$ cat config.mk
export PLATFORM = sky130hd
export DESIGN_NAME = qpsync_top
export DESIGN_NICKNAME = d
export VERILOG_FILES = /design/src/verilog/qpsync_pkg.sv /design/src/verilog/qpsync_port.sv /design/src/verilog/qpsync_top.sv
export SDC_FILE = /design/constraint.sdc
export NUM_CORES = 1
export LEC_CHECK = 0
export BUFFER_PORTS_ARGS = -buffer_cell sky130_fd_sc_hd__buf_2
export CORE_UTILIZATION = 45
export CTS_CLUSTER_SIZE = 40
export DETAILED_ROUTE_END_ITERATION = 12
export PLACE_DENSITY = 0.7
export SLEW_MARGIN = 5
export SYNTH_ARGS = -nofsm -noshare
export SYNTH_HDL_FRONTEND = slang
export SYNTH_HIERARCHICAL = 1
export SYNTH_SLANG_ARGS = --single-unit
export TNS_END_PERCENT = 20
$ cat constraint.sdc
create_clock -name clk -period 5.1 [get_ports clk]
set_clock_uncertainty 0.2 [all_clocks]
set_input_delay 1.02 -clock clk [delete_from_list [all_inputs] [get_ports clk]]
set_output_delay 1.02 -clock clk [all_outputs]
set_load 0.05 [all_outputs]
$ cat src/verilog/qpsync_pkg.sv
package qpsync_pkg;

  localparam int NUM_PORTS = 4;

  // Clock multiplier field encodings
  localparam logic [1:0] MULT_1X    = 2'h0;
  localparam logic [1:0] MULT_2X    = 2'h1;
  localparam logic [1:0] MULT_4X    = 2'h2;
  localparam logic [1:0] MULT_RESET = 2'h0;

  // Loopback mode encodings
  localparam logic [1:0] LOOP_OFF    = 2'h0;
  localparam logic [1:0] LOOP_RECOV  = 2'h1;
  localparam logic [1:0] LOOP_DIRECT = 2'h2;

  // Cell-side interface selection by mode pins
  localparam logic [1:0] CIF_MPHY8   = 2'h0;
  localparam logic [1:0] CIF_L2BUS16 = 2'h1;
  localparam logic [1:0] CIF_NIBBLE4 = 2'h2;

  // Symbol sync thresholds, in received symbols
  localparam logic [3:0] LOCK_GOOD_CNT = 4'h8;
  localparam logic [3:0] LOSE_BAD_CNT  = 4'h4;
  localparam logic [3:0] CNT_RESET     = 4'h0;

  // Escape symbol, which marks a cell start or a timing marker pair
  localparam logic [4:0] ESCAPE_SYM = 5'h15;

  localparam int CELL_DEPTH = 3;

  typedef enum logic [2:0] {
    QPSYNC_HUNT  = 3'h1,
    QPSYNC_CHECK = 3'h2,
    QPSYNC_LOCK  = 3'h4
  } qpsync_state_t;

  typedef struct packed {
    logic       sym_valid;
    logic [4:0] sym;
  } qpsync_sym_t;

  typedef struct packed {
    logic       good_signal;
    logic       rx_buf_en;
    logic       marker_seen;
    logic [3:0] slip_cnt;
  } qpsync_stat_t;

endpackage

$ cat src/verilog/qpsync_port.sv
module qpsync_port (
  input  wire logic                  clk,
  input  wire logic                  resetn,
  input  wire logic                  ce,
  input  wire logic                  bit_in,
  input  wire logic                  bit_valid,
  output qpsync_pkg::qpsync_stat_t   stat,
  output qpsync_pkg::qpsync_sym_t    sym_out
);

  // ==========================================================
  // Symbol validity
  function automatic logic sym_ok(input logic [4:0] s);
    // Data symbols and escape; everything else is a line code violation
    case (s)
      5'h1E, 5'h09, 5'h14, 5'h15, 5'h0A, 5'h0B, 5'h0E, 5'h0F,
      5'h12, 5'h13, 5'h16, 5'h17, 5'h1A, 5'h1B, 5'h1C, 5'h1D,
      5'h11: sym_ok = 1'b1;
      default: sym_ok = 1'b0;
    endcase
  endfunction

  // ==========================================================
  // Shifter and symbol phase
  logic [4:0]                 shift_r;
  logic [2:0]                 phase_r;
  logic                       sym_stb;
  logic                       slip;
  logic [3:0]                 good_r;
  logic [3:0]                 bad_r;
  qpsync_pkg::qpsync_state_t  state_r;

  assign sym_stb = bit_valid && (phase_r == 3'h4);

  always_ff @(posedge clk or negedge resetn) begin
    if (!resetn) begin
      shift_r <= 5'h00;
      phase_r <= 3'h0;
    end else if (ce && bit_valid) begin
      shift_r <= {shift_r[3:0], bit_in};
      // Slip holds phase one bit so any valid stream aligns
      if (slip)
        phase_r <= phase_r;
      else if (phase_r == 3'h4)
        phase_r <= 3'h0;
      else
        phase_r <= phase_r + 3'h1;
    end
  end

  wire logic [4:0] cur_sym = {shift_r[3:0], bit_in};
  wire logic       cur_ok  = sym_ok(cur_sym);

  // ==========================================================
  // Sync state machine: lock on any valid symbols, not only escapes
  assign slip = sym_stb && !cur_ok && (state_r == qpsync_pkg::QPSYNC_HUNT);

  always_ff @(posedge clk or negedge resetn) begin
    if (!resetn) begin
      state_r <= qpsync_pkg::QPSYNC_HUNT;
      good_r  <= qpsync_pkg::CNT_RESET;
      bad_r   <= qpsync_pkg::CNT_RESET;
    end else if (ce && sym_stb) begin
      case (state_r)
        qpsync_pkg::QPSYNC_HUNT: begin
          good_r <= qpsync_pkg::CNT_RESET;
          if (cur_ok)
            state_r <= qpsync_pkg::QPSYNC_CHECK;
        end
        qpsync_pkg::QPSYNC_CHECK: begin
          // Idle data symbols count too, no cells needed
          if (!cur_ok) begin
            state_r <= qpsync_pkg::QPSYNC_HUNT;
          end else if (good_r == qpsync_pkg::LOCK_GOOD_CNT - 4'h2) begin
            state_r <= qpsync_pkg::QPSYNC_LOCK;
            bad_r   <= qpsync_pkg::CNT_RESET;
          end else begin
            good_r <= good_r + 4'h1;
          end
        end
        qpsync_pkg::QPSYNC_LOCK: begin
          // Consecutive violations mean loss of signal
          if (cur_ok)
            bad_r <= qpsync_pkg::CNT_RESET;
          else if (bad_r == qpsync_pkg::LOSE_BAD_CNT - 4'h1)
            state_r <= qpsync_pkg::QPSYNC_HUNT;
          else
            bad_r <= bad_r + 4'h1;
        end
        default: state_r <= qpsync_pkg::QPSYNC_HUNT;
      endcase
    end
  end

  // ==========================================================
  // Outputs
  logic [3:0] slips_r;
  logic       marker_r;

  always_ff @(posedge clk or negedge resetn) begin
    if (!resetn) begin
      slips_r  <= qpsync_pkg::CNT_RESET;
      marker_r <= 1'b0;
      sym_out  <= '0;
    end else if (ce) begin
      if (slip && slips_r != 4'hF)
        slips_r <= slips_r + 4'h1;
      marker_r        <= sym_stb && (state_r == qpsync_pkg::QPSYNC_LOCK)
                         && (cur_sym == qpsync_pkg::ESCAPE_SYM);
      sym_out.sym_valid <= sym_stb && (state_r == qpsync_pkg::QPSYNC_LOCK);
      sym_out.sym       <= cur_sym;
    end
  end

  // Good signal and buffer enable follow lock directly
  assign stat.good_signal = (state_r == qpsync_pkg::QPSYNC_LOCK);
  // Gate for the cell buffer; the three-cell stores sit outside this block
  assign stat.rx_buf_en   = (state_r == qpsync_pkg::QPSYNC_LOCK);
  assign stat.marker_seen = marker_r;
  assign stat.slip_cnt    = slips_r;

endmodule

$ cat src/verilog/qpsync_top.sv
// Function
// - Align 4b/5b symbols from any valid stream
// - Align without cells or timing markers
// - Set good signal while valid signal received
// - On loss, clear good signal, disable buffer
// - Line rate is reference times field multiplier
// - Shared reference, independent per-port multiplier
// - Direct loopback only at 1x multiplier
// - Coding identical at every multiplier
// - Mode pins pick cell-side interface
// - Per-port buffer enable; the three-cell stores sit outside
// - Control bits stand in for the 8-bit muxed-bus registers
// - Marker insert and extract pins
module qpsync_top (
  input  wire logic        clk,
  input  wire logic        resetn,
  input  wire logic        ce,
  input  wire logic [1:0]  mode_pins,
  // Control bits stand in for the muxed-bus registers
  input  wire logic [7:0]  mult_sel,
  input  wire logic [7:0]  loop_sel,
  input  wire logic [3:0]  marker_in,
  input  wire logic [3:0]  rx_bit,
  input  wire logic [3:0]  rx_bit_valid,
  output logic      [1:0]  cell_if_sel,
  output logic      [7:0]  mult_r,
  output logic      [3:0]  rate_tick,
  output logic      [3:0]  loop_direct_ok,
  output logic      [3:0]  good_signal,
  output logic      [3:0]  rx_buf_en,
  output logic      [3:0]  rx_frame_marker_out,
  output logic      [3:0]  tx_marker_insert,
  output logic      [19:0] rx_sym,
  output logic      [3:0]  rx_sym_valid
);

  // ==========================================================
  // Cell-side interface and per-port multipliers
  always_ff @(posedge clk or negedge resetn) begin
    if (!resetn)
      cell_if_sel <= qpsync_pkg::CIF_MPHY8;
    else if (ce)
      cell_if_sel <= (mode_pins == 2'h3) ? qpsync_pkg::CIF_MPHY8 : mode_pins;
  end

  // Reserved code 11 falls back to 1x rather than stopping the port
  always_ff @(posedge clk or negedge resetn) begin
    if (!resetn) begin
      mult_r <= {4{qpsync_pkg::MULT_RESET}};
    end else if (ce) begin
      for (int i = 0; i < qpsync_pkg::NUM_PORTS; i++)
        mult_r[2*i +: 2] <= (mult_sel[2*i +: 2] == 2'h3) ? qpsync_pkg::MULT_1X
                                                           : mult_sel[2*i +: 2];
    end
  end

  // ==========================================================
  // Rate ticks: clk is the 4x line clock; each port divides independently
  logic [1:0] div_r [qpsync_pkg::NUM_PORTS];

  always_ff @(posedge clk or negedge resetn) begin
    if (!resetn) begin
      for (int i = 0; i < qpsync_pkg::NUM_PORTS; i++)
        div_r[i] <= 2'h0;
    end else if (ce) begin
      for (int i = 0; i < qpsync_pkg::NUM_PORTS; i++)
        div_r[i] <= div_r[i] + 2'h1;
    end
  end

  always_comb begin
    for (int i = 0; i < qpsync_pkg::NUM_PORTS; i++) begin
      case (mult_r[2*i +: 2])
        qpsync_pkg::MULT_4X: rate_tick[i] = 1'b1;
        qpsync_pkg::MULT_2X: rate_tick[i] = (div_r[i][0] == 1'b1);
        default:             rate_tick[i] = (div_r[i] == 2'h3);
      endcase
      // Direct loopback is honoured only at base rate
      loop_direct_ok[i] = (loop_sel[2*i +: 2] == qpsync_pkg::LOOP_DIRECT)
                          && (mult_r[2*i +: 2] == qpsync_pkg::MULT_1X);
    end
  end

  // ==========================================================
  // Per-port symbol sync, same coding at every rate
  qpsync_pkg::qpsync_stat_t stat [qpsync_pkg::NUM_PORTS];
  qpsync_pkg::qpsync_sym_t  syms [qpsync_pkg::NUM_PORTS];

  genvar g;
  generate
    for (g = 0; g < 4; g++) begin : g_port
      qpsync_port u_port (
        .clk       (clk),
        .resetn    (resetn),
        .ce        (ce),
        .bit_in    (rx_bit[g]),
        .bit_valid (rx_bit_valid[g] && rate_tick[g]),
        .stat      (stat[g]),
        .sym_out   (syms[g])
      );
      assign good_signal[g]         = stat[g].good_signal;
      assign rx_buf_en[g]           = stat[g].rx_buf_en;
      assign rx_sym[5*g +: 5]       = syms[g].sym;
      assign rx_sym_valid[g]        = syms[g].sym_valid;
    end
  endgenerate

  // ==========================================================
  // Timing marker insert and extract
  always_ff @(posedge clk or negedge resetn) begin
    if (!resetn) begin
      rx_frame_marker_out <= 4'h0;
      tx_marker_insert    <= 4'h0;
    end else if (ce) begin
      for (int i = 0; i < qpsync_pkg::NUM_PORTS; i++) begin
        rx_frame_marker_out[i] <= stat[i].marker_seen;
        tx_marker_insert[i]    <= marker_in[i];
      end
    end
  end

  // ==========================================================
  // Checks
  chk_good_clears_buf: assert property (@(posedge clk) disable iff (!resetn)
    good_signal == rx_buf_en) else $error("buffer enable differs from good signal");

  chk_reset_mult_1x: assert property (@(posedge clk) disable iff (!resetn)
    $rose(resetn) |-> mult_r == 8'h00) else $error("multiplier not 1x after reset");

  chk_mult_follow: assert property (@(posedge clk) disable iff (!resetn)
    ce && mult_sel[1:0] == 2'h2 |=> mult_r[1:0] == 2'h2)
    else $error("port 0 multiplier not taken");

  chk_rate_4x_tick: assert property (@(posedge clk) disable iff (!resetn)
    mult_r[1:0] == qpsync_pkg::MULT_4X |-> rate_tick[0]) else $error("4x not every clock");

  chk_rate_1x_gap: assert property (@(posedge clk) disable iff (!resetn)
    mult_r[1:0] == qpsync_pkg::MULT_1X && rate_tick[0] && ce
      && mult_sel[1:0] != qpsync_pkg::MULT_2X && mult_sel[1:0] != qpsync_pkg::MULT_4X
      |=> !rate_tick[0]) else $error("1x tick too dense");

  chk_loop_direct_1x: assert property (@(posedge clk) disable iff (!resetn)
    loop_direct_ok[0] |-> mult_r[1:0] == 2'h0) else $error("direct loop above 1x");

  chk_if_select: assert property (@(posedge clk) disable iff (!resetn)
    ce && mode_pins == 2'h2 |=> cell_if_sel == qpsync_pkg::CIF_NIBBLE4)
    else $error("nibble interface not selected");

  chk_marker_pass: assert property (@(posedge clk) disable iff (!resetn)
    ce && marker_in[0] |=> tx_marker_insert[0]) else $error("marker not inserted");

  chk_sym_needs_good: assert property (@(posedge clk) disable iff (!resetn)
    rx_sym_valid[0] |-> $past(good_signal[0])) else $error("symbol out without lock");

endmodule

# Word level (Yosys, flattened, before mapping)
# Memories as Yosys holds them, arrays and structs flattened.
# Index checks and enable logic that the tools add are counted.
# Widths: inputs -> output; s select.
dict set report word_totals {
  ff_bits 126
  latchBits 0
  ramBits 0
  rom_bits 128
  output_inout_bits 58
  wordCells 282
  n_memories 4
}
# memory words width rd rd_ports_with_merged_regs write_ports line
set memory_table {}
lappend memory_table {{(no name shown)} 32 1 1 0 0 qpsync_port.sv:15} ;# case (s)
lappend memory_table {{(no name shown)} 32 1 1 0 0 qpsync_port.sv:15}
lappend memory_table {{(no name shown)} 32 1 1 0 0 qpsync_port.sv:15}
lappend memory_table {{(no name shown)} 32 1 1 0 0 qpsync_port.sv:15}
dict set report classes {
  addsub 16
  mul 0
  div_mod_pow 0
  order_cmp 0
  eq_ne 81
  shift 0
  mux 69
  bitwise_logic 4
  n_reduce_logical 68
}
# cell count
set ops {}
lappend ops {{$mux 4} 24}
lappend ops {{$mux 3} 24}
lappend ops {{$pmux 4 s2} 8}
lappend ops {{$reduce_and 5->1} 8}
lappend ops {{$logic_and 1x1->1} 36}
lappend ops {{$pmux 3 s3} 4}
lappend ops {{$eq 2x2->1 const B} 17}
lappend ops {{$add 4x1->4 const B} 8}
lappend ops {{$ne 2x1->1 const B} 16}
lappend ops {{$eq 3x3->1 const B} 8}
lappend ops {{$eq 5x5->1 const B} 4}
lappend ops {{$eq 4x2->1 const B} 4}
lappend ops {{$eq 4x3->1 const B} 4}
lappend ops {{$ne 2x2->1 const B} 8}
lappend ops {{$reduce_and 4->1} 4}
lappend ops {{$reduce_bool 2->1} 8}
lappend ops {{$add 3x1->3 const B} 4}
lappend ops {{$eq 3x1->1 const B} 4}
lappend ops {{$eq 3x2->1 const B} 4}
lappend ops {{$ne 3x2->1 const B} 4}
lappend ops {{$ne 3x3->1 const B} 4}
lappend ops {{$mux 2} 5}
lappend ops {{$add 2x1->2 const B} 4}
lappend ops {{$eq 2x1->1 const B} 4}
lappend ops {{other kinds (5)} 20}

# Depth between registers and ports, before layout
dict set report logic_depth {
  word_depth 8
  depth_mapped 9
  depth_no_buf 9
}

# By module
# Netlist, hierarchy kept.
# module n_inst cells_per_inst area_each_um2 seq_area_each_um2
set modules_own_cells {}
lappend modules_own_cells {{qpsync_port at g_port[1].u_port ...} 3 139 1571.5 726.9}
lappend modules_own_cells {{qpsync_port at g_port[0].u_port} 1 150 1525.2 726.9}
lappend modules_own_cells {qpsync_top 1 119 1375.1 650.6}

# Worst setup path after synthesis
# Ideal clock, no wire load.
dict set report synth_path {
  kind {register -> output}
  startpoint {register mult_r[0]}
  endpoint {output rate_tick[0]}
  t_arrival_ps 1908
  t_required_ps 3880
  path_slack_ps 1972
  path_stages_with_launch 5
  n_path_buf 0
  cell_sequence {dfrtp_1 inv_1 ha_1 nor2_1 a21oi_1}
}
dict set report synth_between {
  elab_chain_cells 2
  word_cells_on_any_way 3
  cone_classes {eq/ne (2); mux (1)}
}
# element line
set synth_lines {}
lappend synth_lines {{from (decl)} qpsync_top.sv:26} ;# output logic [7:0] mult_r,
lappend synth_lines {{from (signal assigned)} qpsync_top.sv:49} ;# mult_r <= {4{qpsync_pkg::MULT_RESET}};
lappend synth_lines {{from (signal, indexed assignment)} qpsync_top.sv:52} ;# mult_r[2*i +: 2] <= (mult_sel[2*i +: 2] == 2'h3) ? qpsync_pkg::MULT_1X
lappend synth_lines {{$eq 2x1->1 / $eq 2x2->1 (equally long branches)} qpsync_top.sv:73} ;# case (mult_r[2*i +: 2])
lappend synth_lines {{$pmux 1 s2 (*)} qpsync_top.sv:73}
lappend synth_lines {{to (decl)} qpsync_top.sv:27} ;# output logic [3:0] rate_tick,
# Every way passes the cells marked *; elsewhere a longest branch is shown, timed or not.

# Worst setup path after layout
dict set report layout_path {
  startpoint {input ce}
  endpoint {register g_port[0].u_port.bad_r[1]}
}
dict set report layout_between {
  elab_chain_cells 2
}
# element line
set layout_lines {}
lappend layout_lines {{from (decl)} qpsync_top.sv:17} ;# input wire logic ce,
lappend layout_lines {{$logic_and 1x1->1} qpsync_port.sv:63} ;# end else if (ce && sym_stb) begin
lappend layout_lines {{$reduce_and 5->1 (no source line)} n/a}
lappend layout_lines {{to (signal assigned)} qpsync_port.sv:62} ;# bad_r <= qpsync_pkg::CNT_RESET;
lappend layout_lines {{to (signal assigned)} qpsync_port.sv:76} ;# bad_r <= qpsync_pkg::CNT_RESET;
lappend layout_lines {{to (signal assigned)} qpsync_port.sv:84} ;# bad_r <= qpsync_pkg::CNT_RESET;
lappend layout_lines {{to (decl)} qpsync_port.sv:30} ;# logic [3:0] bad_r;
# No other way between the ends.
# A chain may end at the register's enable or synchronous reset.

==> results.md <==
* Leak Pwr at 3.75 nW
* Die Wd at 125 um
* Sw Ratio at 0.366
* H-tree Lvls at 4
* Slowest cell on the critical path: buf_4
* First-pass GRT wire length at 23600 um
* P_sw at 0.00162 W
* Crit path time final at 2.97 ns
* Initial Util at 0.466
* Fillers at 1235
* Post-Syn Area at 6830 um^2
* PnR worst setup slack at 2.13 ns
* Most frequent cells in the layout: 122 x dfrtp_1, 88 x buf_2, 43 x mux2_2, 38 x nand2_1, 36 x ha_1
* Post-route clock period utilization at 0.583
* Clock-pin slew on the worst setup and hold paths at 0.06 ns
* Final ANT Viol Nets at 0
* DRC at 0
* Final hold slack at 0.297 ns
* Post-CTS Resized at 0
* Vias in the first global route at 5120
* Clk_lat worst skew at 0.42 ns
* M2 GR Usage at 0.313
* CP dominant cell by count: nand2_1
* Count of final setup violators at 0
* Hold Buf Count CTS at 0
* CTS tree: built
* Gate power share at 0.320
* Crit Path Max Fanout at 53
* Met1 usage at 0.234
* Sequential Power Share at 0.337
* Post-Syn Nets at 699
* Max Cap Viol at 0
* NumNets Final at 786
* Setup Buffers After CTS at 0
* # IOs at 91
* Crit end category: flop
* Via count at 5204
* Highest achievable clock rate at 336 MHz
* Routed vias/inst at 5.69
* Port bufs at 90
* Bufs and invs on worst path at 1
* Largest net degree at the start of global routing at 66
* PwrDens at 547 nW/um^2
* GRT overflow at 0
* Mean Syn Cell Area at 10.8 um^2
* GR peak layer: met2
* Crit path kind: in2reg
* Clock Power Share at 0.343
* Full die area at 15700 um^2
* Row cnt at 44
* Startpoint types: input port
* Commonest non-fill, non-tap cell in the layout: dfrtp_1
* VDD IR-drop max at 0.369 mV
* Internal cell power at 0.00281 W
* Worst min-delay path class: reg2reg
* Area Overhead vs Synth at 18.4%
* Yosys warning count at 6
* Ant diodes at 0
* Drt first pass iters at 6
* FF-to-FF setup slack at 2.18 ns
* CTS Buffer Depth at 2
* Hold violation count in the final report at 0
* CP peak stage delay at 0.49 ns
* Worst Path Required at 5.20 ns
* Gr usage total at 0.188
* Worst slack, placed at 1.69 ns
* Clock sinks at 126
* Overall Power at 0.00442 W
* CP cell instances: buf_4 -> nand2_1 -> nor2_1 -> nand2_1 -> o41a_1 -> a221o_1
* Initial antenna violation count at 0
* Slew headroom at 0.124
* Endpoint arrival time on the critical path at 3.07 ns
* Cells after synthesis at 630
* Iteration-0 DRC Markers at 435
* Setup TNS at 0 ns
* RSZ-0062 raised after global routing: false
* Core Region at 14600 um^2
* Outcome: finished clean
* GPL Wtd Cong at 0.811
* Met3 Use GR at 0.0462
* Cell family with most CP delay: simple AND/OR/NAND/NOR gates
* DRT Wirelength at 14100 um
* Final Max Slew Viols at 0
* Wire length per cell at 15.5 um
* Measured slew at the worst slew-check pin at 1.30 ns
* Root Driver: clkbuf_16
* Share of layout cells above drive strength 1 at 0.303
* Final HPWL DP at 9850 um
* CTS buffer count at 17
* Die Ht at 125 um
-- power groups by stage --
stage / registers (W) / logic (W) / clock network [W]
final: 0.00149 / 0.00141 / 0.00152
after global routing: 0.00153 / 0.00154 / 0.00159
after CTS: 0.00149 / 0.00142 / 0.00154
after floorplan: 0.00171 / 0.000901 / 0
after detailed placement: 0.00150 / 0.00141 / 0
after global placement: 0.00148 / 0.00137 / 0
-- flip-flops by register name (all words and copies together), names as in the netlist --
signal	cells
g_port.u_port/state_r	12
g_port.u_port/sym_out	24
cell_if_sel	2
g_port.u_port/marker_r	4
g_port.u_port/good_r	16
rx_frame_marker_out	4
div_r	8
g_port.u_port/shift_r	16
tx_marker_insert	4
g_port.u_port/phase_r	12
mult_r	8
g_port.u_port/bad_r	16
-- path summary, 6_finish.rpt --
| kind | startpoint | to | cells past startpoint |
|---|---|---|---|
| min in group asynchronous | resetn | g_port[2].u_port/bad_r[0] | 1 |
| worst max-delay path | ce | g_port[0].u_port/bad_r[1] | 6 |
| worst min register to register | div_r[2] | div_r[2] | 1 |
| worst min-delay path | div_r[2] | div_r[2] | 1 |
| worst max register to register | mult_r[0] | g_port[0].u_port/bad_r[1] | 9 |
| max in group asynchronous | resetn | g_port[3].u_port/state_r[0] | 2 |
-- cell type report --
cell class | instances | area [um^2] | share of cell area
Sequential cell | 126 | 3160 | 0.391
Clock buffer | 17 | 425 | 0.0526
Multi-Input combinational cell | 448 | 3360 | 0.416
Inverter | 31 | 116 | 0.0144
Clock inverter | 15 | 315 | 0.0390
Tap cell | 184 | 230 | 0.0285
Timing Repair Buffer | 93 | 478 | 0.0591
-- routing by layer --
layer | vias up | wire, um
li1 | 2480 | -
met1 | 2584 | 6440
met2 | 118 | 6850
met3 | 22 | 589
met4 | 0 | 250
met5 | - | 0
-- stage by stage --
stage                     utilization  area (um^2)  std cells
after CTS                       0.552         8080        914
after global placement          0.501         7340        882
after detailed placement        0.501         7340        882
after floorplan                     -         6830        630
final                           0.552         8080        914
after global routing            0.552         8080        914
Power figures use the tool's default switching activity.
